[src/core/clsi_pkg.sv]
/*
  Shared constants and types of the charger lamp status indicator.
  Assumes one 50 MHz clock and a synchronous, active-high reset.
*/
package clsi_pkg;

  // Clock and flash timing
  localparam int unsigned CLK_HZ = 50_000_000;
  localparam int unsigned SLOW_PERIOD_MS = 1000;
  localparam int unsigned FAST_PERIOD_MS = 250;
  localparam int unsigned SLOW_HALF_CYC = CLK_HZ / 1000 * SLOW_PERIOD_MS / 2;
  localparam int unsigned FAST_HALF_CYC = CLK_HZ / 1000 * FAST_PERIOD_MS / 2;

  // Register offsets
  localparam logic [7:0] OVR_CTRL_OFS = 8'h10;
  localparam logic [7:0] PAT_SEL_OFS = 8'h12;
  localparam logic [7:0] ERR_LIMIT_OFS = 8'h14;
  localparam logic [7:0] STATUS_OFS = 8'h16;

  // Values after reset
  localparam logic [7:0] OVR_CTRL_RST = 8'h00;
  localparam logic [7:0] PAT_SEL_RST = 8'h00;
  localparam logic [3:0] ERR_LIMIT_RST = 4'h3;

  // Field positions
  localparam int OVR_FIRST_LSB = 0;
  localparam int OVR_MODE_BIT = 3;
  localparam int OVR_SECOND_LSB = 4;
  localparam int PAT_LINK_LSB = 0;
  localparam int PAT_CHARGE_BIT = 2;
  localparam int PAT_DONE_BIT = 4;
  localparam int PAT_RESTART_BIT = 6;
  localparam int PAT_STOP_BIT = 7;
  localparam int ERR_CNT_W = 4;

  typedef enum logic [1:0] {LAMP_OFF, LAMP_SLOW, LAMP_FAST, LAMP_ON} clsi_pat_t;

  typedef enum logic [1:0] {MODE_APC, MODE_AIF, MODE_SA, MODE_HOST} clsi_mode_t;

  typedef enum logic [3:0] {
    ST_START, ST_LINK, ST_CHARGE, ST_DONE, ST_RESTART, ST_STOP,
    ST_SA_TX, ST_SA_TMO, ST_SA_PROT, ST_HOST
  } clsi_state_t;

  typedef struct packed {
    logic startDone;
    logic charging;
    logic chargeDone;
    logic protect;
    logic linkErr;
    logic txTimeout;
    logic restartDone;
  } clsi_evt_t;

  typedef struct packed {
    logic [7:0] ovrCtrl;
    logic [7:0] patSel;
    logic [ERR_CNT_W-1:0] errLimit;
  } clsi_cfg_t;

  typedef struct packed {
    logic [7:0] addr;
    logic [7:0] wrData;
    logic wrStb;
    logic rdStb;
  } clsi_bus_t;

endpackage : clsi_pkg

[src/core/clsi_flash.sv]
/*
  Free-running flash phase generator: square wave, equal halves.
  Assumes clk and a synchronous active-high rst.
*/
`timescale 1ns/1ps
`default_nettype none
module clsi_flash #(
  parameter int unsigned HALF_CYC = 4
) (
  input wire logic clk,
  input wire logic rst,
  output logic phase
);
  localparam int CW = $clog2(HALF_CYC + 1);
  localparam logic [CW-1:0] LAST = CW'(HALF_CYC - 1);

  logic [CW-1:0] cnt;
  logic [CW-1:0] next_cnt;
  logic next_phase;

  always_comb begin
    next_cnt = cnt + 1'b1;
    next_phase = phase;
    if (cnt == LAST) begin
      next_cnt = '0;
      next_phase = !phase;
    end
  end

  always_ff @(posedge clk) begin
    if (rst) begin
      cnt <= '0;
      phase <= 1'b0;
    end else begin
      cnt <= next_cnt;
      phase <= next_phase;
    end
  end
endmodule : clsi_flash
`default_nettype wire

[src/core/clsi_regs.sv]
/*
  Register file behind the plain strobe port.
  Assumes strobes are one cycle long and never together.
*/
`timescale 1ns/1ps
`default_nettype none
module clsi_regs (
  input wire logic clk,
  input wire logic rst,
  input wire clsi_pkg::clsi_bus_t bus,
  input wire logic [7:0] statusByte,
  output clsi_pkg::clsi_cfg_t cfg,
  output logic [7:0] rdData
);
  clsi_pkg::clsi_cfg_t next_cfg;
  logic [7:0] next_rdData;

  always_comb begin
    next_cfg = cfg;
    if (bus.wrStb) begin
      case (bus.addr)
        clsi_pkg::OVR_CTRL_OFS: next_cfg.ovrCtrl = bus.wrData;
        clsi_pkg::PAT_SEL_OFS: next_cfg.patSel = bus.wrData;
        clsi_pkg::ERR_LIMIT_OFS: next_cfg.errLimit = bus.wrData[clsi_pkg::ERR_CNT_W-1:0];
        default: next_cfg = cfg;
      endcase
    end
  end

  // Read data lives one cycle only; zero otherwise and for unmapped offsets
  always_comb begin
    next_rdData = 8'h00;
    if (bus.rdStb) begin
      case (bus.addr)
        clsi_pkg::OVR_CTRL_OFS: next_rdData = cfg.ovrCtrl;
        clsi_pkg::PAT_SEL_OFS: next_rdData = cfg.patSel;
        clsi_pkg::ERR_LIMIT_OFS: next_rdData = {4'h0, cfg.errLimit};
        clsi_pkg::STATUS_OFS: next_rdData = statusByte;
        default: next_rdData = 8'h00;
      endcase
    end
  end

  always_ff @(posedge clk) begin
    if (rst) begin
      cfg.ovrCtrl <= clsi_pkg::OVR_CTRL_RST;
      cfg.patSel <= clsi_pkg::PAT_SEL_RST;
      cfg.errLimit <= clsi_pkg::ERR_LIMIT_RST;
      rdData <= 8'h00;
    end else begin
      cfg <= next_cfg;
      rdData <= next_rdData;
    end
  end
endmodule : clsi_regs
`default_nettype wire

[src/core/clsi_top.sv]
/*
  Lamp status controller of a wireless power transmitter: status sequencer,
  error counting and two flashing lamps plus an interrupt lamp.
  Assumes status events come from logic on the same clock, one cycle wide except charging, which is held as a level.
*/
`timescale 1ns/1ps
`default_nettype none
module clsi_top #(
  parameter int unsigned SLOW_HALF = clsi_pkg::SLOW_HALF_CYC,
  parameter int unsigned FAST_HALF = clsi_pkg::FAST_HALF_CYC
) (
  input wire logic clk,
  input wire logic rst,
  input wire clsi_pkg::clsi_bus_t bus,
  output logic [7:0] rdData,
  input wire clsi_pkg::clsi_mode_t modeSel,
  input wire clsi_pkg::clsi_evt_t evt,
  input wire logic txIrqN,
  output logic firstLamp,
  output logic secondLamp,
  output logic irqLamp,
  output logic powerStopped
);

  clsi_pkg::clsi_cfg_t cfg;
  clsi_pkg::clsi_state_t state;
  clsi_pkg::clsi_state_t next_state;
  logic [clsi_pkg::ERR_CNT_W-1:0] errCnt;
  logic [clsi_pkg::ERR_CNT_W-1:0] next_errCnt;
  logic next_firstLamp;
  logic next_secondLamp;
  logic slowPhase;
  logic fastPhase;
  logic errEvt;
  logic limitHit;
  logic ovrMode;
  clsi_pkg::clsi_pat_t patFirst;
  clsi_pkg::clsi_pat_t patSecond;
  logic [7:0] statusByte;

  // Lamp level for a pattern at the current flash phases
  function automatic logic lamp_drive(
    input clsi_pkg::clsi_pat_t pat,
    input logic slow,
    input logic fast
  );
    case (pat)
      clsi_pkg::LAMP_SLOW: lamp_drive = slow;
      clsi_pkg::LAMP_FAST: lamp_drive = fast;
      clsi_pkg::LAMP_ON: lamp_drive = 1'b1;
      default: lamp_drive = 1'b0;
    endcase
  endfunction : lamp_drive

  // Error count after one more event, saturating
  function automatic logic [clsi_pkg::ERR_CNT_W-1:0] count_up(
    input logic [clsi_pkg::ERR_CNT_W-1:0] cnt
  );
    count_up = (&cnt) ? cnt : cnt + 1'b1;
  endfunction : count_up

  clsi_regs u_regs (
    .clk(clk),
    .rst(rst),
    .bus(bus),
    .statusByte(statusByte),
    .cfg(cfg),
    .rdData(rdData)
  );

  clsi_flash #(.HALF_CYC(SLOW_HALF)) u_slow (
    .clk(clk),
    .rst(rst),
    .phase(slowPhase)
  );

  clsi_flash #(.HALF_CYC(FAST_HALF)) u_fast (
    .clk(clk),
    .rst(rst),
    .phase(fastPhase)
  );

  assign errEvt = evt.protect | evt.linkErr;
  // Widened compare so a saturated count still meets any limit
  assign limitHit = ({1'b0, errCnt} + 5'h01) >= {1'b0, cfg.errLimit};
  assign ovrMode = cfg.ovrCtrl[clsi_pkg::OVR_MODE_BIT];
  assign powerStopped = (state == clsi_pkg::ST_STOP);
  assign statusByte = {powerStopped, state == clsi_pkg::ST_RESTART, 2'h0, errCnt};

  // Straight from the interrupt pin level; no register, so no lag
  assign irqLamp = !txIrqN;

  // Operating status sequencer
  always_comb begin
    next_state = state;
    next_errCnt = errCnt;
    case (state)
      clsi_pkg::ST_START: begin
        if (evt.startDone) begin
          case (modeSel)
            clsi_pkg::MODE_SA: next_state = clsi_pkg::ST_SA_TX;
            clsi_pkg::MODE_HOST: next_state = clsi_pkg::ST_HOST;
            default: next_state = clsi_pkg::ST_LINK;
          endcase
        end
      end
      clsi_pkg::ST_LINK, clsi_pkg::ST_CHARGE, clsi_pkg::ST_DONE: begin
        if (errEvt) begin
          next_errCnt = count_up(errCnt);
          // Limit checked on the event that reaches it, not one later
          next_state = limitHit ? clsi_pkg::ST_STOP : clsi_pkg::ST_RESTART;
        end else if (state == clsi_pkg::ST_LINK && evt.charging) begin
          next_state = clsi_pkg::ST_CHARGE;
        end else if (state == clsi_pkg::ST_CHARGE && evt.chargeDone) begin
          next_state = clsi_pkg::ST_DONE;
        end else if (state == clsi_pkg::ST_CHARGE && !evt.charging) begin
          next_state = clsi_pkg::ST_LINK;
        end else if (state == clsi_pkg::ST_DONE && evt.charging) begin
          next_state = clsi_pkg::ST_CHARGE;
        end
      end
      clsi_pkg::ST_RESTART: begin
        if (evt.restartDone) begin
          next_state = clsi_pkg::ST_LINK;
        end
      end
      clsi_pkg::ST_STOP: begin
        // Only a reset brings power back
        next_state = clsi_pkg::ST_STOP;
      end
      clsi_pkg::ST_SA_TX: begin
        if (evt.protect) begin
          next_state = clsi_pkg::ST_SA_PROT;
        end else if (evt.txTimeout) begin
          next_state = clsi_pkg::ST_SA_TMO;
        end
      end
      clsi_pkg::ST_SA_TMO, clsi_pkg::ST_SA_PROT, clsi_pkg::ST_HOST: begin
        next_state = state;
      end
      default: begin
        next_state = clsi_pkg::ST_START;
      end
    endcase
  end

  always_ff @(posedge clk) begin
    if (rst) begin
      state <= clsi_pkg::ST_START;
      errCnt <= '0;
    end else begin
      state <= next_state;
      errCnt <= next_errCnt;
    end
  end

  // Pattern choice per status, or per override field
  always_comb begin
    patFirst = clsi_pkg::LAMP_OFF;
    patSecond = clsi_pkg::LAMP_OFF;
    if (ovrMode) begin
      patFirst = clsi_pkg::clsi_pat_t'(cfg.ovrCtrl[clsi_pkg::OVR_FIRST_LSB +: 2]);
      patSecond = clsi_pkg::clsi_pat_t'(cfg.ovrCtrl[clsi_pkg::OVR_SECOND_LSB +: 2]);
    end else begin
      // Override fields unread here; host state falls to dark
      case (state)
        clsi_pkg::ST_LINK: begin
          case (cfg.patSel[clsi_pkg::PAT_LINK_LSB +: 2])
            2'h0: patFirst = clsi_pkg::LAMP_FAST;
            2'h1: patSecond = clsi_pkg::LAMP_FAST;
            2'h2: patFirst = clsi_pkg::LAMP_ON;
            default: patSecond = clsi_pkg::LAMP_ON;
          endcase
        end
        clsi_pkg::ST_CHARGE: begin
          if (cfg.patSel[clsi_pkg::PAT_CHARGE_BIT]) begin
            patSecond = clsi_pkg::LAMP_ON;
          end else begin
            patFirst = clsi_pkg::LAMP_ON;
          end
        end
        clsi_pkg::ST_DONE: begin
          if (cfg.patSel[clsi_pkg::PAT_DONE_BIT]) begin
            patSecond = clsi_pkg::LAMP_ON;
          end
        end
        clsi_pkg::ST_RESTART: begin
          if (!cfg.patSel[clsi_pkg::PAT_RESTART_BIT]) begin
            patFirst = clsi_pkg::LAMP_SLOW;
          end
        end
        clsi_pkg::ST_STOP: begin
          if (!cfg.patSel[clsi_pkg::PAT_STOP_BIT]) begin
            patFirst = clsi_pkg::LAMP_SLOW;
          end
        end
        clsi_pkg::ST_SA_TX: begin
          patFirst = clsi_pkg::LAMP_ON;
        end
        clsi_pkg::ST_SA_PROT: begin
          patFirst = clsi_pkg::LAMP_SLOW;
        end
        default: begin
          // Start-up, timeout and host without override stay dark
          patFirst = clsi_pkg::LAMP_OFF;
        end
      endcase
    end
    next_firstLamp = lamp_drive(patFirst, slowPhase, fastPhase);
    next_secondLamp = lamp_drive(patSecond, slowPhase, fastPhase);
  end

  always_ff @(posedge clk) begin
    if (rst) begin
      firstLamp <= 1'b0;
      secondLamp <= 1'b0;
    end else begin
      firstLamp <= next_firstLamp;
      secondLamp <= next_secondLamp;
    end
  end
endmodule : clsi_top
`default_nettype wire

[config.mk]
export PLATFORM = sky130hd
export DESIGN_NAME = clsi_top
export DESIGN_NICKNAME = d
export VERILOG_FILES = /design/src/core/clsi_pkg.sv /design/src/core/clsi_flash.sv /design/src/core/clsi_regs.sv /design/src/core/clsi_top.sv
export SDC_FILE = /design/constraint.sdc
export NUM_CORES = 1
export LEC_CHECK = 0
export BUFFER_PORTS_ARGS = -buffer_cell sky130_fd_sc_hd__buf_2
export CORE_MARGIN = 3
export CORE_UTILIZATION = 30
export CTS_BUF_LIST = sky130_fd_sc_hd__clkbuf_8
export CTS_CLUSTER_DIAMETER = 60
export DETAILED_ROUTE_END_ITERATION = 8
export GPL_TIMING_DRIVEN = 0
export SLEW_MARGIN = 40
export SYNTH_ARGS = -nofsm -noshare
export SYNTH_HDL_FRONTEND = slang
export SYNTH_SLANG_ARGS = --single-unit
export TNS_END_PERCENT = 10
[constraint.sdc]
create_clock -name clk -period 4.9 [get_ports clk]
set_clock_uncertainty 0.1 [all_clocks]
set_input_delay 0.98 -clock clk [delete_from_list [all_inputs] [get_ports clk]]
set_output_delay 0.98 -clock clk [all_outputs]
set_load 0.02 [all_outputs]
# Word level (Yosys, flattened, before mapping)
# Cells that the tools add are included.
# classes
add_sub_neg	4
magnitude_cmp	1
n_eq_ne	29
muxes	26
bitwise	4
reduce_logical	22
# op_table
op	n
4-bit 2-to-1 mux	9
8-bit by 5-bit equality test with 1-bit output, second input constant	4
8-bit one-hot mux with 4 select lines	1
25-bit by 1-bit adder with 25-bit output, second input constant	1
25-bit equality test, second input constant	1
4-bit one-hot mux with 6 select lines	1
23-bit by 1-bit adder with 23-bit output, second input constant	1
23-bit equality test, second input constant	1
4-bit by 3-bit equality test with 1-bit output, second input constant	4
2-bit equality test, second input constant	7
2-bit one-hot mux with 6 select lines	1
2-bit 2-to-1 mux	5
4-bit by 2-bit equality test with 1-bit output, second input constant	2
4-bit equality test, second input constant	2
2-bit one-hot mux with 2 select lines	2
4-bit one-hot mux with 2 select lines	1
2-bit OR reduction	4
2-bit by 1-bit equality test with 1-bit output, second input constant	3
6-bit != test, second input constant	1
1-bit one-hot mux with 3 select lines	2
2-bit one-hot mux with 3 select lines	1
2-bit AND reduction	3
3-bit OR reduction	2
4-bit by 1-bit adder with 5-bit output, second input constant	1
other kinds (15)	26
# word_totals
ff_bits	88
in_bits	30
output_inout_bits	12
elab_cells	98

# Longest topological paths before layout
# depth
depth_word	8
ltp_mapped	9
ltp_nobuf	8

# By module
# Synthesis repeated with hierarchy kept, for this count alone.
# hier_totals
hier_cells	496
area_unflattened_um2	4600.7
# modules_own_cells
module	n_inst	cells_per_inst	area_per_inst_um2	seq_area_each_um2
clsi_regs	1	117	1328.8	560.5
clsi_flash at u_slow	1	138	1191.1	520.5
clsi_flash at u_fast	1	124	1089.8	480.5
clsi_top	1	117	991.0	200.2

# Worst setup path before layout
# OpenSTA, ideal clock, no wires.
# synth_path
kind	input port to flip-flop
start	input port bus[10] in the netlist's numbering
end	register, netlist name u_regs.cfg[10]
setup_ns	0.128
arrival_time_ns	2.165
required_ns	4.672
path_slack_ns	2.508
stages	6
n_path_buf	1
cell_sequence	nor4b_4 nand3_1 or3b_2 buf_4 mux2i_1 nor2_1
# synth_via
elab_chain_len	2
# synth_lines
element	line	rtl
start: declaration	clsi_top.sv:14	input wire clsi_pkg::clsi_bus_t bus,
8-bit by 5-bit equality test with 1-bit output	clsi_regs.sv:21	case (bus.addr)
2-bit AND reduction (no source line)	--	
# No other way between the ends.
# A chain may end at the register's enable or synchronous reset.

# Final worst setup path
# layout_path
start	register state[3]
end	output port powerStopped
# layout_via
elab_chain_len	1
# layout_lines
element	line	rtl
start: declaration	clsi_top.sv:26	clsi_pkg::clsi_state_t state;
start signal: assignment	clsi_top.sv:149	state <= clsi_pkg::ST_START;
start signal: assignment	clsi_top.sv:152	state <= next_state;
4-bit by 3-bit equality test with 1-bit output	clsi_top.sv:87	assign powerStopped = (state == clsi_pkg::ST_STOP);
end: declaration	clsi_top.sv:22	output logic powerStopped
# No other way between the ends.

==> summary.txt <==
Synth
  – Post-synth cell types: 63
  – Top_reg_cell synth: dfxtp_1
  – #FFs+latches synth: 88
  – Sequential area share after synthesis: 0.408
  – Cell area after synthesis: 0.00432 mm^2
  – Syn Inst Count: 483
  – Avg Cell Area, Syn: 8.94 um^2
  – Ys Warns: 0
  – Async set-reset flop share out of synthesis: 0
  – Post-synth net total: 520
  – Post-synth EDFFs: 0

Place
  – Post-DP HPWL: 7210 um
  – IO Port Bufs: 41
  – Placed insts: 704
  – Pre-CTS WS: 2.05 ns
  – Placer Congestion: 0.849

Die
  – Die width: 126 um
  – Row Count: 43
  – Core area: 0.0140 mm^2
  – Die height: 126 um
  – Io pins: 42
  – Die area: 0.0159 mm^2
  – Initial Utilization: 0.309

Clock tree
  – Root Buffer: clkbuf_8
  – Htree depth: 3
  – CTS hold repair buffers: 0
  – Worst-path clk slew: 0.09 ns
  – CTS tree: built
  – Clock Sinks: 88
  – PostCTS Resize Cnt: 0
  – Worst-Skew Late Latency: 0.35 ns
  – Maximum root-to-sink buffer count: 2
  – CTS buffer count: 9
  – Setup repair bufs after CTS: 0

Finish
  – P&R area growth vs syn: 15.6%
  – Filler instances: 1,404
  – # diodes: 0
  – Most frequent cells in the layout: 95 x nor2_1, 88 x dfxtp_1, 46 x buf_2
  – Multi-input gate area: 0.00237 mm^2
  – Count of non-filler cells in the finished layout: 720
  – Commonest non-fill, non-tap cell in the layout: nor2_1
  – Seq. cell area: 0.00176 mm^2
  – Share of cells above drive strength 1: 0.159
  – NumNets Final: 572

STA
  – Setup_tns: 0 ns
  – Setup-failing EPs final: 0
  – Fin crit share: 0.523
  – Final-report hold violation count: 0
  – Final Max Slew Viols: 0
  – Setup repair after global routing missed its margin: false
  – Relative slew slack: 0.503
  – Final critical-path required period: 2.56 ns
  – Peak Freq: 0.390 GHz
  – Final WS setup: 2.34 ns
  – Slew at the pin closest to its max-slew limit: 0.740 ns

Global route
  – Vias in the first global route: 3,321
  – Largest net degree at the start of global routing: 16
  – First-pass GRT wire length: 16,100 um
  – Total global-route track usage: 0.122
  – Total grt overflow: 0
  – Initial antenna violation count: 0

Power and ir drop
  – Power Dens Cells: 348 mW/mm^2
  – Pwr Total: 1.74 mW
  – Worst VDD drop: 0.121 mV
  – Leak: 1.98 nW

Setup path
  – Crit-path max FO: 4
  – WP data required: 3.82 ns
  – Largest stage delay, worst path: 0.35 ns
  – Crit path kind: reg -> out
  – Worst path bufs/invs: 2
  – CP cell instances: nand2b_1 > or2_2 > inv_1 > buf_2
  – Startpoint Class: flip-flop
  – Critical path arrival: 1.48 ns
  – CP Capture Type: output port
  – Critical-path top delay cell: or2_2
  – Top Family by Delay on Critical Path: simple AND/OR/NAND/NOR gates

Detailed routing
  – WL final: 9600 um
  – Via density: 4.96
  – 1st-pass router iterations: 4
  – Drt wl/cell: 13.3 um
  – Iter 0 DRT Violations: 305
  – Post-detailed-route DRC marker count: 0
  – Final ANT Viol Nets: 0
  – Via count: 3,569

Job
  – Max Cap Violations: 0

Run status
  – Run status: finished, final reports clean

Worst hold path
  – Worst hold path type: reg -> reg
[power breakdown]
part | internal, mW | switching (mW) | leakage, nW
sequential | 0.740 | 0.0324 | 0.711
combinational | 0.167 | 0.200 | 1.15
clock | 0.339 | 0.259 | 0.116
[area by class of cell]
type	count	share of cell area
Buffer	19	0.0253
Clock buffer	9	0.0248
Clock inverter	7	0.0238
Inverter	17	0.0128
Multi-Input combinational cell	359	0.474
Sequential cell	88	0.353
Tap cell	180	0.0451
Timing Repair Buffer	41	0.0411
[final timing paths]
path / start / end / slack [ns] / depth (start not counted)
worst max-delay path: state[3] / powerStopped / 2.34 / 4
worst min register to register: u_fast.cnt[0] / u_fast.cnt[0] / 0.35 / 1
worst max register to register: errCnt[2] / state[0] / 2.82 / 8
worst min-delay path: u_fast.cnt[0] / u_fast.cnt[0] / 0.35 / 1
[cell families after synthesis]
family                   Yosys count  synth area share
adder cells (fa/ha/maj)            7            0.0203
multiplexers                      26            0.0724
XOR/XNOR                          48            0.0973
AO/OA/AOI/OAI                     51            0.0860
buffers and inverters             36            0.0440
AND/OR/NAND/NOR                  227             0.272
flip-flops                        88             0.408
[synthesized netlist by cell type, drive strengths merged, types with 2 or more instances]
cell type | instances | area share
nor2 | 95 | 0.083
dfxtp | 88 | 0.41
xor2 | 30 | 0.061
nand3 | 29 | 0.034
mux2i | 20 | 0.046
nand2 | 19 | 0.017
xnor2 | 18 | 0.036
inv | 17 | 0.015
nand4 | 14 | 0.020
nor3 | 14 | 0.016
a21oi | 12 | 0.014
buf | 12 | 0.023
o21ai | 11 | 0.013
nor2b | 8 | 0.012
clkbuf | 7 | 0.0061
ha | 7 | 0.020
nand2b | 7 | 0.010
and3 | 6 | 0.0087
nor4 | 5 | 0.014
or2 | 5 | 0.0072
or3 | 5 | 0.0072
a22oi | 4 | 0.010
mux4 | 4 | 0.021
a211o | 3 | 0.0061
and4 | 3 | 0.0061
nor4b | 3 | 0.0096
nor4bb | 3 | 0.0070
a21o | 2 | 0.0035
a31oi | 2 | 0.0064
mux2 | 2 | 0.0052
nor3b | 2 | 0.0035
o211ai | 2 | 0.0035
o21a | 2 | 0.0035
o221ai | 2 | 0.0041
o22ai | 2 | 0.0029
or3b | 2 | 0.0041
or4b | 2 | 0.0046
[per-layer routing]
metal,GRT usage,wire (um),up-vias
li1,-,-,1791
met1,0.167,4640,1666
met2,0.190,4290,95
met3,0.0233,480,17
met4,0.0461,192,0
met5,0,0,-
[flip-flops by register name, indices dropped and copies added (netlist names)]
register / flops
u_slow.phase: 1
u_slow.cnt: 25
firstLamp: 1
errCnt: 4
secondLamp: 1
u_regs.rdData: 8
state: 4
u_fast.cnt: 23
u_fast.phase: 1
u_regs.cfg: 20
[metrics by stage]
stage          hold WS (ns)   util  cell area [um^2]
2_1_floorplan         0.317      -              4320
3_3_place_gp          0.327  0.340              4750
3_5_place_dp          0.333  0.340              4750
4_1_cts               0.351  0.357              4990
5_1_grt               0.367  0.357              4990
6_report              0.350  0.357              4990
[worst register-to-register path, cell delays in order (launching register included)]
cell      delay [ns]
dfxtp_1         0.32
clkbuf_1        0.34
nand3_1         0.15
xnor2_1         0.21
ha_1            0.27
a311o_1         0.32
nand3_1         0.09
a211o_1         0.12
a21oi_1         0.05
No activity file was read; power rests on OpenSTA's default activity.
